<file path="src/common/ucs_pkg.sv">
// Purpose: Shared constants and carriers for the endpoint configuration and status block.
// Assumes: Byte-wide register port with a 4-bit register index.
// Notes: Register indices equal byte addresses on the plain register port.
// ============================================================================
// Package
package ucs_pkg;
    // ========================================================================
    // Sizes
    localparam int NUM_EP = 5;             // Endpoints zero to four.
    localparam int FIFO_BYTES = 176;       // Total endpoint memory in bytes.
    localparam logic [9:0] FIFO_CAP = 10'h0B0; // Same capacity at sum width.
    // ========================================================================
    // Register indices
    localparam logic [3:0] OFS_FRAME_ERR = 4'h0;
    localparam logic [3:0] OFS_FRAME_LOW = 4'h1;
    localparam logic [3:0] OFS_EP_SELECT = 4'h2;
    localparam logic [3:0] OFS_FIFO_RST = 4'h3;
    localparam logic [3:0] OFS_EP_CTRL = 4'h4;
    localparam logic [3:0] OFS_EP_TYPE = 4'h5;
    localparam logic [3:0] OFS_EP_SIZE = 4'h6;
    localparam logic [3:0] OFS_EP_STA0 = 4'h7;
    localparam logic [3:0] OFS_EP_STA1 = 4'h8;
    localparam logic [3:0] OFS_EP_FLOWEN = 4'h9;
    // ========================================================================
    // Field positions
    localparam int BIT_CRC_FLAG = 4;
    localparam int BIT_STALL_REQ = 5;
    localparam int BIT_STALL_CANCEL = 4;
    localparam int BIT_TOGGLE_RST = 3;
    localparam int BIT_EP_ON = 0;
    localparam int BIT_DIR = 0;
    localparam int POS_KIND = 6;
    localparam int POS_SIZE = 4;
    localparam int POS_BANK = 2;
    localparam int BIT_CLAIM = 1;
    localparam int BIT_CFG_OK = 7;
    localparam int BIT_OVF = 6;
    localparam int BIT_UNF = 5;
    localparam int BIT_FLOW_EN = 7;
    // ========================================================================
    // Reset values and codes
    localparam logic [7:0] REG_RESET = 8'h00;
    localparam logic [2:0] EP_MAX = 3'h4;
    localparam logic [2:0] SIZE_MAX = 3'h3;
    localparam logic [7:0] SIZE_BASE = 8'h08;
    localparam logic [1:0] BUSY_NONE = 2'h0;
    localparam logic [1:0] BUSY_TWO = 2'h2;

    typedef enum logic [1:0] {
        KIND_CONTROL,
        KIND_ISO,
        KIND_BULK,
        KIND_INTR
    } ucs_kind_t;

    // Per-endpoint events from the packet engine, one-cycle pulses.
    typedef struct packed {
        logic setup_rx;      // A SETUP packet landed.
        logic setup_in;      // Direction of the data stage after it.
        logic overflow;      // Isochronous overflow.
        logic underflow;     // Isochronous underflow.
        logic toggle_load;   // Load the toggle from toggle_val.
        logic toggle_val;    // Toggle seen (OUT) or next to send (IN).
        logic bank_fill;     // A bank became busy.
        logic bank_free;     // A bank was released.
    } ucs_ep_evt_t;

    // Start-of-frame report from the packet engine.
    typedef struct packed {
        logic sof;           // One-cycle pulse per start-of-frame.
        logic crc_bad;       // Frame number was corrupted.
        logic [10:0] frame;  // Eleven-bit frame number.
    } ucs_sof_t;

    // Per-endpoint configuration handed to the packet engine.
    typedef struct packed {
        logic on;
        ucs_kind_t kind;
        logic dir_in;
        logic [2:0] size;
        logic [1:0] banks;
        logic claim;
        logic cfg_ok;
        logic stall;
        logic flow_irq;
        logic fifo_clear;
        logic toggle_reset;  // One-cycle pulse.
        logic stall_cancel;  // One-cycle pulse.
    } ucs_ep_cfg_t;
endpackage : ucs_pkg

</file>
<file path="src/verilog/ucs_endpoint_regs.sv">
// Purpose: Endpoint selection, control, configuration and status registers.
// Assumes: Packet engine supplies one-cycle event pulses synchronous to clk.
// Notes: Per-endpoint copies are shown through the selected endpoint window.
// ============================================================================
`timescale 1ns/1ps

module ucs_endpoint_regs
    import ucs_pkg::*;
#(
    parameter int N_EP = NUM_EP
) (
    input wire logic clk,
    input wire logic nrst,
    input wire logic [3:0] reg_addr,
    input wire logic [7:0] reg_wdata,
    input wire logic reg_wr,
    input wire logic reg_rd,
    output logic [7:0] reg_rdata,
    input wire ucs_sof_t sof_in,
    input wire ucs_ep_evt_t [N_EP-1:0] ep_evt,
    output logic frame_start_flag,
    output ucs_ep_cfg_t [N_EP-1:0] ep_cfg
);
    // ========================================================================
    // Shared registers
    logic [7:0] rdata_ff;            // Read data, valid the cycle after a read.
    logic crc_flag_ff;               // Corrupted frame number flag.
    logic [7:0] frame_low_ff;        // Low byte of the last frame number.
    logic sof_ff;                    // Start-of-frame flag pulse to the engine.
    logic [2:0] sel_ff;              // Endpoint selector.
    logic [N_EP-1:0] fifo_clr_ff;    // Endpoint FIFO clear bits.

    // Per-endpoint copies of every endpoint register.
    logic [N_EP-1:0] on_ff;
    logic [N_EP-1:0] stall_ff;
    logic [N_EP-1:0] cancel_ff;
    logic [N_EP-1:0] trst_ff;
    logic [1:0] kind_ff [N_EP];
    logic [N_EP-1:0] dir_ff;
    logic [2:0] size_ff [N_EP];
    logic [1:0] bank_ff [N_EP];
    logic [N_EP-1:0] claim_ff;
    logic [N_EP-1:0] ok_ff;
    logic [7:0] memory_claim_ff [N_EP];     // Bytes reserved by each endpoint.
    logic [N_EP-1:0] ovf_ff;
    logic [N_EP-1:0] unf_ff;
    logic [N_EP-1:0] flow_en_ff;
    logic [N_EP-1:0] tog_ff;
    logic [1:0] busy_ff [N_EP];
    logic [N_EP-1:0] cur_ff;
    logic [N_EP-1:0] cdir_ff;
    logic [N_EP-1:0] irq_ff;

    // ========================================================================
    // Address decode
    wire wr_frame = reg_wr && (reg_addr == OFS_FRAME_ERR);
    wire wr_sel = reg_wr && (reg_addr == OFS_EP_SELECT);
    wire wr_fifo = reg_wr && (reg_addr == OFS_FIFO_RST);
    // A selector above four maps to no endpoint, so writes through it are lost.
    wire sel_ok = (sel_ff <= EP_MAX);
    wire wr_ctrl = reg_wr && sel_ok && (reg_addr == OFS_EP_CTRL);
    wire wr_type = reg_wr && sel_ok && (reg_addr == OFS_EP_TYPE);
    wire wr_size = reg_wr && sel_ok && (reg_addr == OFS_EP_SIZE);
    wire wr_sta0 = reg_wr && sel_ok && (reg_addr == OFS_EP_STA0);
    wire wr_flow = reg_wr && sel_ok && (reg_addr == OFS_EP_FLOWEN);

    // ========================================================================
    // Memory allocation check for the selected endpoint
    wire [2:0] new_size = reg_wdata[POS_SIZE +: 3];
    wire [1:0] new_bank = reg_wdata[POS_BANK +: 2];
    wire [7:0] one_bank = SIZE_BASE << new_size[1:0];
    wire [7:0] need = new_bank[0] ? {one_bank[6:0], 1'b0} : one_bank;
    logic [9:0] used_total;
    logic [7:0] sel_memory_claim;

    // Sums every reservation; the selected endpoint's own share is removed
    // below so that re-claiming an endpoint does not count it twice.
    always_comb begin
        used_total = 10'h000;
        sel_memory_claim = 8'h00;
        for (int i = 0; i < N_EP; i++) begin
            used_total = used_total + {2'b00, memory_claim_ff[i]};
            if (sel_ff == i[2:0]) begin
                sel_memory_claim = memory_claim_ff[i];
            end
        end
    end

    wire [9:0] used_other = used_total - {2'b00, sel_memory_claim};
    wire [9:0] used_after = used_other + {2'b00, need};
    // Endpoint zero is a control endpoint and only ever gets a single bank.
    wire bank_fits = !new_bank[1] && !(new_bank[0] && (sel_ff == 3'h0));
    wire fit = (new_size <= SIZE_MAX) && bank_fits && (used_after <= FIFO_CAP);

    // ========================================================================
    // Read data selection
    logic [7:0] rd_mux;
    logic [7:0] ep_ctrl_v;
    logic [7:0] ep_type_v;
    logic [7:0] ep_size_v;
    logic [7:0] ep_sta0_v;
    logic [7:0] ep_sta1_v;
    logic [7:0] ep_flow_v;

    // Builds the selected endpoint's view; undefined bits stay zero.
    always_comb begin
        ep_ctrl_v = REG_RESET;
        ep_type_v = REG_RESET;
        ep_size_v = REG_RESET;
        ep_sta0_v = REG_RESET;
        ep_sta1_v = REG_RESET;
        ep_flow_v = REG_RESET;
        for (int i = 0; i < N_EP; i++) begin
            if (sel_ff == i[2:0]) begin
                ep_ctrl_v[BIT_STALL_REQ] = stall_ff[i];
                ep_ctrl_v[BIT_STALL_CANCEL] = cancel_ff[i];
                ep_ctrl_v[BIT_TOGGLE_RST] = trst_ff[i];
                ep_ctrl_v[BIT_EP_ON] = on_ff[i];
                ep_type_v[POS_KIND +: 2] = kind_ff[i];
                ep_type_v[BIT_DIR] = dir_ff[i];
                ep_size_v[POS_SIZE +: 3] = size_ff[i];
                ep_size_v[POS_BANK +: 2] = bank_ff[i];
                ep_size_v[BIT_CLAIM] = claim_ff[i];
                ep_sta0_v[BIT_CFG_OK] = ok_ff[i];
                ep_sta0_v[BIT_OVF] = ovf_ff[i];
                ep_sta0_v[BIT_UNF] = unf_ff[i];
                ep_sta0_v[POS_BANK +: 2] = {1'b0, tog_ff[i]};
                ep_sta0_v[1:0] = busy_ff[i];
                ep_sta1_v[2] = cdir_ff[i];
                // Control endpoints have no bank switching to report.
                ep_sta1_v[1:0] = {1'b0, cur_ff[i] && (kind_ff[i] != KIND_CONTROL)};
                ep_flow_v[BIT_FLOW_EN] = flow_en_ff[i];
            end
        end
    end

    // Register index to read value; unmapped indices read zero.
    always_comb begin
        case (reg_addr)
            OFS_FRAME_ERR: rd_mux = {3'b000, crc_flag_ff, 4'h0};
            OFS_FRAME_LOW: rd_mux = frame_low_ff;
            OFS_EP_SELECT: rd_mux = {5'h00, sel_ff};
            OFS_FIFO_RST: rd_mux = {{(8 - N_EP){1'b0}}, fifo_clr_ff};
            OFS_EP_CTRL: rd_mux = ep_ctrl_v;
            OFS_EP_TYPE: rd_mux = ep_type_v;
            OFS_EP_SIZE: rd_mux = ep_size_v;
            OFS_EP_STA0: rd_mux = ep_sta0_v;
            OFS_EP_STA1: rd_mux = ep_sta1_v;
            OFS_EP_FLOWEN: rd_mux = ep_flow_v;
            default: rd_mux = REG_RESET;
        endcase
    end

    // ========================================================================
    // Read data register: data stands only in the cycle after the strobe.
    always_ff @(posedge clk or negedge nrst) begin
        if (!nrst) begin
            rdata_ff <= REG_RESET;
        end else begin
            rdata_ff <= reg_rd ? rd_mux : REG_RESET;
        end
    end

    // ========================================================================
    // Frame registers. A new frame start rewrites the CRC flag in the same
    // cycle the frame-start flag pulses, so both always describe one frame.
    always_ff @(posedge clk or negedge nrst) begin
        if (!nrst) begin
            crc_flag_ff <= 1'b0;
            frame_low_ff <= REG_RESET;
            sof_ff <= 1'b0;
        end else begin
            sof_ff <= sof_in.sof;
            if (sof_in.sof) begin
                crc_flag_ff <= sof_in.crc_bad;
                frame_low_ff <= sof_in.frame[7:0];
            end else if (wr_frame) begin
                crc_flag_ff <= reg_wdata[BIT_CRC_FLAG];
            end
        end
    end

    // ========================================================================
    // Selector and FIFO clear bits.
    always_ff @(posedge clk or negedge nrst) begin
        if (!nrst) begin
            sel_ff <= 3'h0;
            fifo_clr_ff <= '0;
        end else begin
            if (wr_sel) begin
                sel_ff <= reg_wdata[2:0];
            end
            if (wr_fifo) begin
                fifo_clr_ff <= reg_wdata[N_EP-1:0];
            end
        end
    end

    // ========================================================================
    // Per-endpoint state, one copy per endpoint.
    for (genvar e = 0; e < N_EP; e++) begin : g_ep
        wire me = (sel_ff == 3'(e));
        wire w_ctrl = wr_ctrl && me;
        wire w_size = wr_size && me;
        wire w_sta0 = wr_sta0 && me;
        wire is_iso = (kind_ff[e] == KIND_ISO);
        wire dbl = (bank_ff[e] == 2'h1);
        wire [1:0] busy_max = dbl ? BUSY_TWO : 2'h1;
        wire fill = ep_evt[e].bank_fill && (busy_ff[e] != busy_max);
        wire drain = ep_evt[e].bank_free && (busy_ff[e] != BUSY_NONE);

        // Control bits. A software stall request in the same cycle as a SETUP
        // wins, so the request is never silently lost.
        always_ff @(posedge clk or negedge nrst) begin
            if (!nrst) begin
                on_ff[e] <= 1'b0;
                stall_ff[e] <= 1'b0;
                cancel_ff[e] <= 1'b0;
                trst_ff[e] <= 1'b0;
            end else begin
                cancel_ff[e] <= w_ctrl && reg_wdata[BIT_STALL_CANCEL];
                trst_ff[e] <= w_ctrl && reg_wdata[BIT_TOGGLE_RST];
                if (w_ctrl) begin
                    on_ff[e] <= reg_wdata[BIT_EP_ON];
                end
                if (w_ctrl && reg_wdata[BIT_STALL_REQ]) begin
                    stall_ff[e] <= 1'b1;
                end else if (w_ctrl && reg_wdata[BIT_STALL_CANCEL]) begin
                    stall_ff[e] <= 1'b0;
                end else if (ep_evt[e].setup_rx) begin
                    stall_ff[e] <= 1'b0;
                end
            end
        end

        // Configuration fields and the memory reservation.
        always_ff @(posedge clk or negedge nrst) begin
            if (!nrst) begin
                kind_ff[e] <= 2'h0;
                dir_ff[e] <= 1'b0;
                size_ff[e] <= 3'h0;
                bank_ff[e] <= 2'h0;
                claim_ff[e] <= 1'b0;
                ok_ff[e] <= 1'b0;
                memory_claim_ff[e] <= 8'h00;
            end else begin
                if (wr_type && me) begin
                    kind_ff[e] <= reg_wdata[POS_KIND +: 2];
                    dir_ff[e] <= reg_wdata[BIT_DIR];
                end
                if (w_size) begin
                    size_ff[e] <= new_size;
                    bank_ff[e] <= new_bank;
                    claim_ff[e] <= reg_wdata[BIT_CLAIM];
                    if (reg_wdata[BIT_CLAIM]) begin
                        ok_ff[e] <= fit;
                        memory_claim_ff[e] <= fit ? need : 8'h00;
                    end else begin
                        ok_ff[e] <= 1'b0;
                        memory_claim_ff[e] <= 8'h00;
                    end
                end
            end
        end

        // Flow error flags: hardware sets, software writes zero to clear.
        // An event in the clearing cycle wins and the flag stays set.
        always_ff @(posedge clk or negedge nrst) begin
            if (!nrst) begin
                ovf_ff[e] <= 1'b0;
                unf_ff[e] <= 1'b0;
                flow_en_ff[e] <= 1'b0;
                irq_ff[e] <= 1'b0;
            end else begin
                if (ep_evt[e].overflow && is_iso) begin
                    ovf_ff[e] <= 1'b1;
                end else if (w_sta0 && !reg_wdata[BIT_OVF]) begin
                    ovf_ff[e] <= 1'b0;
                end
                if (ep_evt[e].underflow && is_iso) begin
                    unf_ff[e] <= 1'b1;
                end else if (w_sta0 && !reg_wdata[BIT_UNF]) begin
                    unf_ff[e] <= 1'b0;
                end
                if (wr_flow && me) begin
                    flow_en_ff[e] <= reg_wdata[BIT_FLOW_EN];
                end
                irq_ff[e] <= flow_en_ff[e] && (ovf_ff[e] || unf_ff[e]);
            end
        end

        // Toggle, busy banks, current bank and control direction. A held FIFO
        // clear keeps the bank bookkeeping empty.
        always_ff @(posedge clk or negedge nrst) begin
            if (!nrst) begin
                tog_ff[e] <= 1'b0;
                busy_ff[e] <= BUSY_NONE;
                cur_ff[e] <= 1'b0;
                cdir_ff[e] <= 1'b0;
            end else begin
                if (trst_ff[e] || fifo_clr_ff[e]) begin
                    tog_ff[e] <= 1'b0;
                end else if (ep_evt[e].toggle_load) begin
                    tog_ff[e] <= ep_evt[e].toggle_val;
                end
                if (fifo_clr_ff[e]) begin
                    busy_ff[e] <= BUSY_NONE;
                    cur_ff[e] <= 1'b0;
                end else begin
                    if (fill && !drain) begin
                        busy_ff[e] <= busy_ff[e] + 2'h1;
                    end else if (drain && !fill) begin
                        busy_ff[e] <= busy_ff[e] - 2'h1;
                    end
                    if (ep_evt[e].bank_free && dbl) begin
                        cur_ff[e] <= !cur_ff[e];
                    end
                end
                if (ep_evt[e].setup_rx) begin
                    cdir_ff[e] <= ep_evt[e].setup_in;
                end
            end
        end

        // Configuration bundle handed to the packet engine.
        always_ff @(posedge clk or negedge nrst) begin
            if (!nrst) begin
                ep_cfg[e] <= '0;
            end else begin
                ep_cfg[e].on <= nxt_on(on_ff[e], w_ctrl, reg_wdata);
                ep_cfg[e].kind <= ucs_kind_t'(kind_ff[e]);
                ep_cfg[e].dir_in <= dir_ff[e];
                ep_cfg[e].size <= size_ff[e];
                ep_cfg[e].banks <= bank_ff[e];
                ep_cfg[e].claim <= claim_ff[e];
                ep_cfg[e].cfg_ok <= ok_ff[e];
                ep_cfg[e].stall <= stall_ff[e];
                ep_cfg[e].flow_irq <= irq_ff[e];
                ep_cfg[e].fifo_clear <= fifo_clr_ff[e];
                ep_cfg[e].toggle_reset <= trst_ff[e];
                ep_cfg[e].stall_cancel <= cancel_ff[e];
            end
        end
    end

    // Enable state that the next cycle will hold; used so the engine sees
    // the enable without an extra cycle of lag.
    function automatic logic nxt_on(input logic cur, input logic wr, input logic [7:0] d);
        nxt_on = wr ? d[BIT_EP_ON] : cur;
    endfunction : nxt_on

    // ========================================================================
    // Outputs
    assign reg_rdata = rdata_ff;
    assign frame_start_flag = sof_ff;

endmodule : ucs_endpoint_regs

</file>
<file path="config.mk">
export PLATFORM = sky130hd
export DESIGN_NAME = ucs_endpoint_regs
export DESIGN_NICKNAME = d
export VERILOG_FILES = /design/src/common/ucs_pkg.sv /design/src/verilog/ucs_endpoint_regs.sv
export SDC_FILE = /design/constraint.sdc
export NUM_CORES = 1
export LEC_CHECK = 0
export BUFFER_PORTS_ARGS = -buffer_cell sky130_fd_sc_hd__buf_2
export CAP_MARGIN = 0
export CORE_ASPECT_RATIO = 1.25
export CORE_MARGIN = 2
export CORE_UTILIZATION = 58
export DETAILED_ROUTE_END_ITERATION = 6
export GPL_ROUTABILITY_DRIVEN = 0
export PLACE_DENSITY_LB_ADDON = 0.2
export SLEW_MARGIN = 20
export SYNTH_ARGS = -nofsm -noshare
export SYNTH_HDL_FRONTEND = slang
export SYNTH_SLANG_ARGS = --single-unit
</file>
<file path="constraint.sdc">
create_clock -name clk -period 6 [get_ports clk]
set_input_delay 0.6 -clock clk [delete_from_list [all_inputs] [get_ports clk]]
set_output_delay 0.6 -clock clk [all_outputs]
set_load 0.05 [all_outputs]
</file>
==> qor.txt <==
CTS Buf Count: 25
Clk root buf: clkbuf_16
Vias per std cell: 6.05
Die width: 128 um
Die area: 20,500 um^2
1st-pass router iterations: 5
Remaining global-route overflow: 0
Initial Util: 59.6%
CTS tree: built
H-tree depth: 1
Post-synth top cells: 241 x dfrtp_1, 96 x nand2_1, 73 x mux2_2
Synth Warn #: 0
Reg2Reg Setup Slack: 0.50 ns
Layout area overhead: 15.8%
Post-route setup TNS: 0 ns
Area share of the largest cell type after synthesis: 53.7%
Crit-path max FO: 13
Slew Viols, Final: 0
Fmax: 182 MHz
RSZ-0062 raised after global routing: false
Min Hold Slack: 0.0636 ns
Vias in the first global route: 7,960
Layout net count: 1,161
Cells on worst reg2reg path: 12
Post CTS Setup Buffer Count: 0
Worst VDD drop: 244 uV
Post-DRT Antenna Nets: 0
Global-route wire length before repair: 44,200 um
Worst-Margin Slew: 0.951 ns
Worst EP required: 6.41 ns
DRC: 0
Final core occ: 69.0%
Syn avg cell area: 12.3 um^2
CP startpoint: sel_ff[0]
Slew headroom: 36.6%
Longest Clk Path Bufs: 3
Flops & latches, synth: 241
Total Wirelength: 28,000 um
Ys async rst share: 100%
# rows: 56
Final Hold Vio Count: 0
Arr. time, crit path: 5.91 ns
Hold buffer count at cts: 0
Skew final: 0.00960 ns
Final setup viols: 0
Number of antenna violations at the first check in global routing: 0
Top post-synthesis cells by area: dfrtp_1 54%, mux2_2 7.3%, fa_1 4.1%
Core footprint: 18,800 um^2
Via count: 7,913
Mapped Area: 11,200 um^2
Worst-skew pair later-pin latency: 0.52 ns
Proportion of layout cells with a drive suffix above 1: 30.9%
Number of flops mapped to enable cells by yosys: 0
Critical R2R Launch: sel_ff[0]
Final Cycle Share: 91.7%
# Max-Cap Violations: 0
Final min period: 5.50 ns
Seq/Total Area, Yosys: 53.7%
Count leader, synth: dfrtp_1
Diodes inserted: 0
Dpl ws: 0.478 ns
Post-detail-place hpwl: 19,600 um
Yosys cell types: 65
Routed len/inst: 21.4 um
Number of gates resized after cts: 0
Final WS setup: 0.499 ns
Min-Delay Path Class: in2async
Total GRT Usage: 28.0%
PwrDens: 355 nW/um^2
Worst Setup Path Type: reg2reg
Startpoint Class: flip-flop
Ports: 158
Cell leakage power: 6.30 nW
Post-synth top flop: dfrtp_1
Mapped Cells: 914
Capturing point of the worst reg2reg path: memory_claim_ff[11]
Initial DRC count: 685
Largest net degree at the start of global routing: 143
Port Buffer Count: 154
Syn Nets: 1,015
CP Capture Type: flip-flop
Die Y: 160 um
Clock Pin Slew Worst Setup and Hold Paths: 0.06 ns
CTS sink cnt: 241
Synth area leader: dfrtp_1
Status: completed
-- final cells by class --
type / instances / area (um^2)
Sequential cell: 241 / 6030
Inverter: 42 / 158
Clock buffer: 33 / 706
Clock inverter: 10 / 139
Timing Repair Buffer: 169 / 906
Tap cell: 232 / 290
Multi-Input combinational cell: 581 / 4770
Fill cell: 1368 / 5850
-- cell usage in the layout, fill, tap and decap left out, drive strengths merged, types with 4 or more instances in the layout --
cell,instances
nor2,30
nand2,101
nand3b,18
a21oi,21
ha,9
xor2,7
o31ai,6
xnor2,4
clkinv,6
a22o,20
a22oi,7
nand4,14
nand3,13
nand4b,6
o41ai,9
o21a,7
inv,42
dfrtp,241
and3,14
mux2,83
mux2i,15
nor3,16
o21ai,36
fa,23
clkbuf,33
nor2b,17
a31oi,12
and2,9
buf,169
mux4,20
o2bb2ai,4
a211oi,4
o22ai,4
nand2b,22
-- flip-flops by register name, summed over array words and instances (netlist names), 8 cells and up --
name	count
bank_ff	10
busy_ff	10
ep_cfg	80
frame_low_ff	8
kind_ff	10
memory_claim_ff	25
reg_rdata	8
size_ff	15
-- cell families after synthesis --
kind of cell / synth area share, %
multiplexers: 14.0
flip-flops: 53.7
AND/OR/NAND/NOR: 13.3
adder cells (fa/ha/maj): 5.11
AO/OA/AOI/OAI: 9.12
buffers and inverters: 3.92
XOR/XNOR: 0.858
-- through the flow --
stage	cells	power (mW)	cell area, um^2
after global routing	1308	4.79	13000
after global placement	1265	3.02	12200
after detailed placement	1265	3.05	12200
after floorplan	914	2.70	11200
final	1308	4.62	13000
after CTS	1308	4.63	13000
-- metal layers --
| metal | global-route usage, % | vias up | share of wire [%] |
|---|---|---|---|
| li1 | - | 3535 | - |
| met1 | 38.1 | 3982 | 40 |
| met2 | 44.6 | 316 | 48 |
| met3 | 4.87 | 80 | 6.9 |
| met4 | 12.0 | 0 | 4.5 |
| met5 | 0 | - | 0 |
-- report_power, final --
part | internal, mW | switching, mW | leakage, nW
registers | 1.82 | 0.194 | 3.20
logic | 0.357 | 0.654 | 2.68
clock network | 0.954 | 0.634 | 0.417
-- critical path, cell delays in order (launching register included) --
cell and delay (ns):
dfrtp_2 0.66, mux4_2 0.56, a22o_1 0.21, fa_1 0.49, fa_1 0.54, fa_1 0.52
fa_1 0.56, fa_1 0.49, nand2b_1 0.17, a21oi_1 0.17, xnor2_1 0.17, nand2_1 0.38
o41ai_1 0.47
-- worst max path at each step --
stage | endpoint | slack [ns] | depth (start not counted)
after detailed placement | memory_claim_ff[11] | 0.48 | 12
after global placement | memory_claim_ff[27] | 0.62 | 14
after floorplan | memory_claim_ff[11] | 0.60 | 15
final | memory_claim_ff[11] | 0.50 | 12
after global routing | memory_claim_ff[11] | 0.23 | 14
after CTS | memory_claim_ff[11] | 0.46 | 12
(Power assumes the default switching activity.)
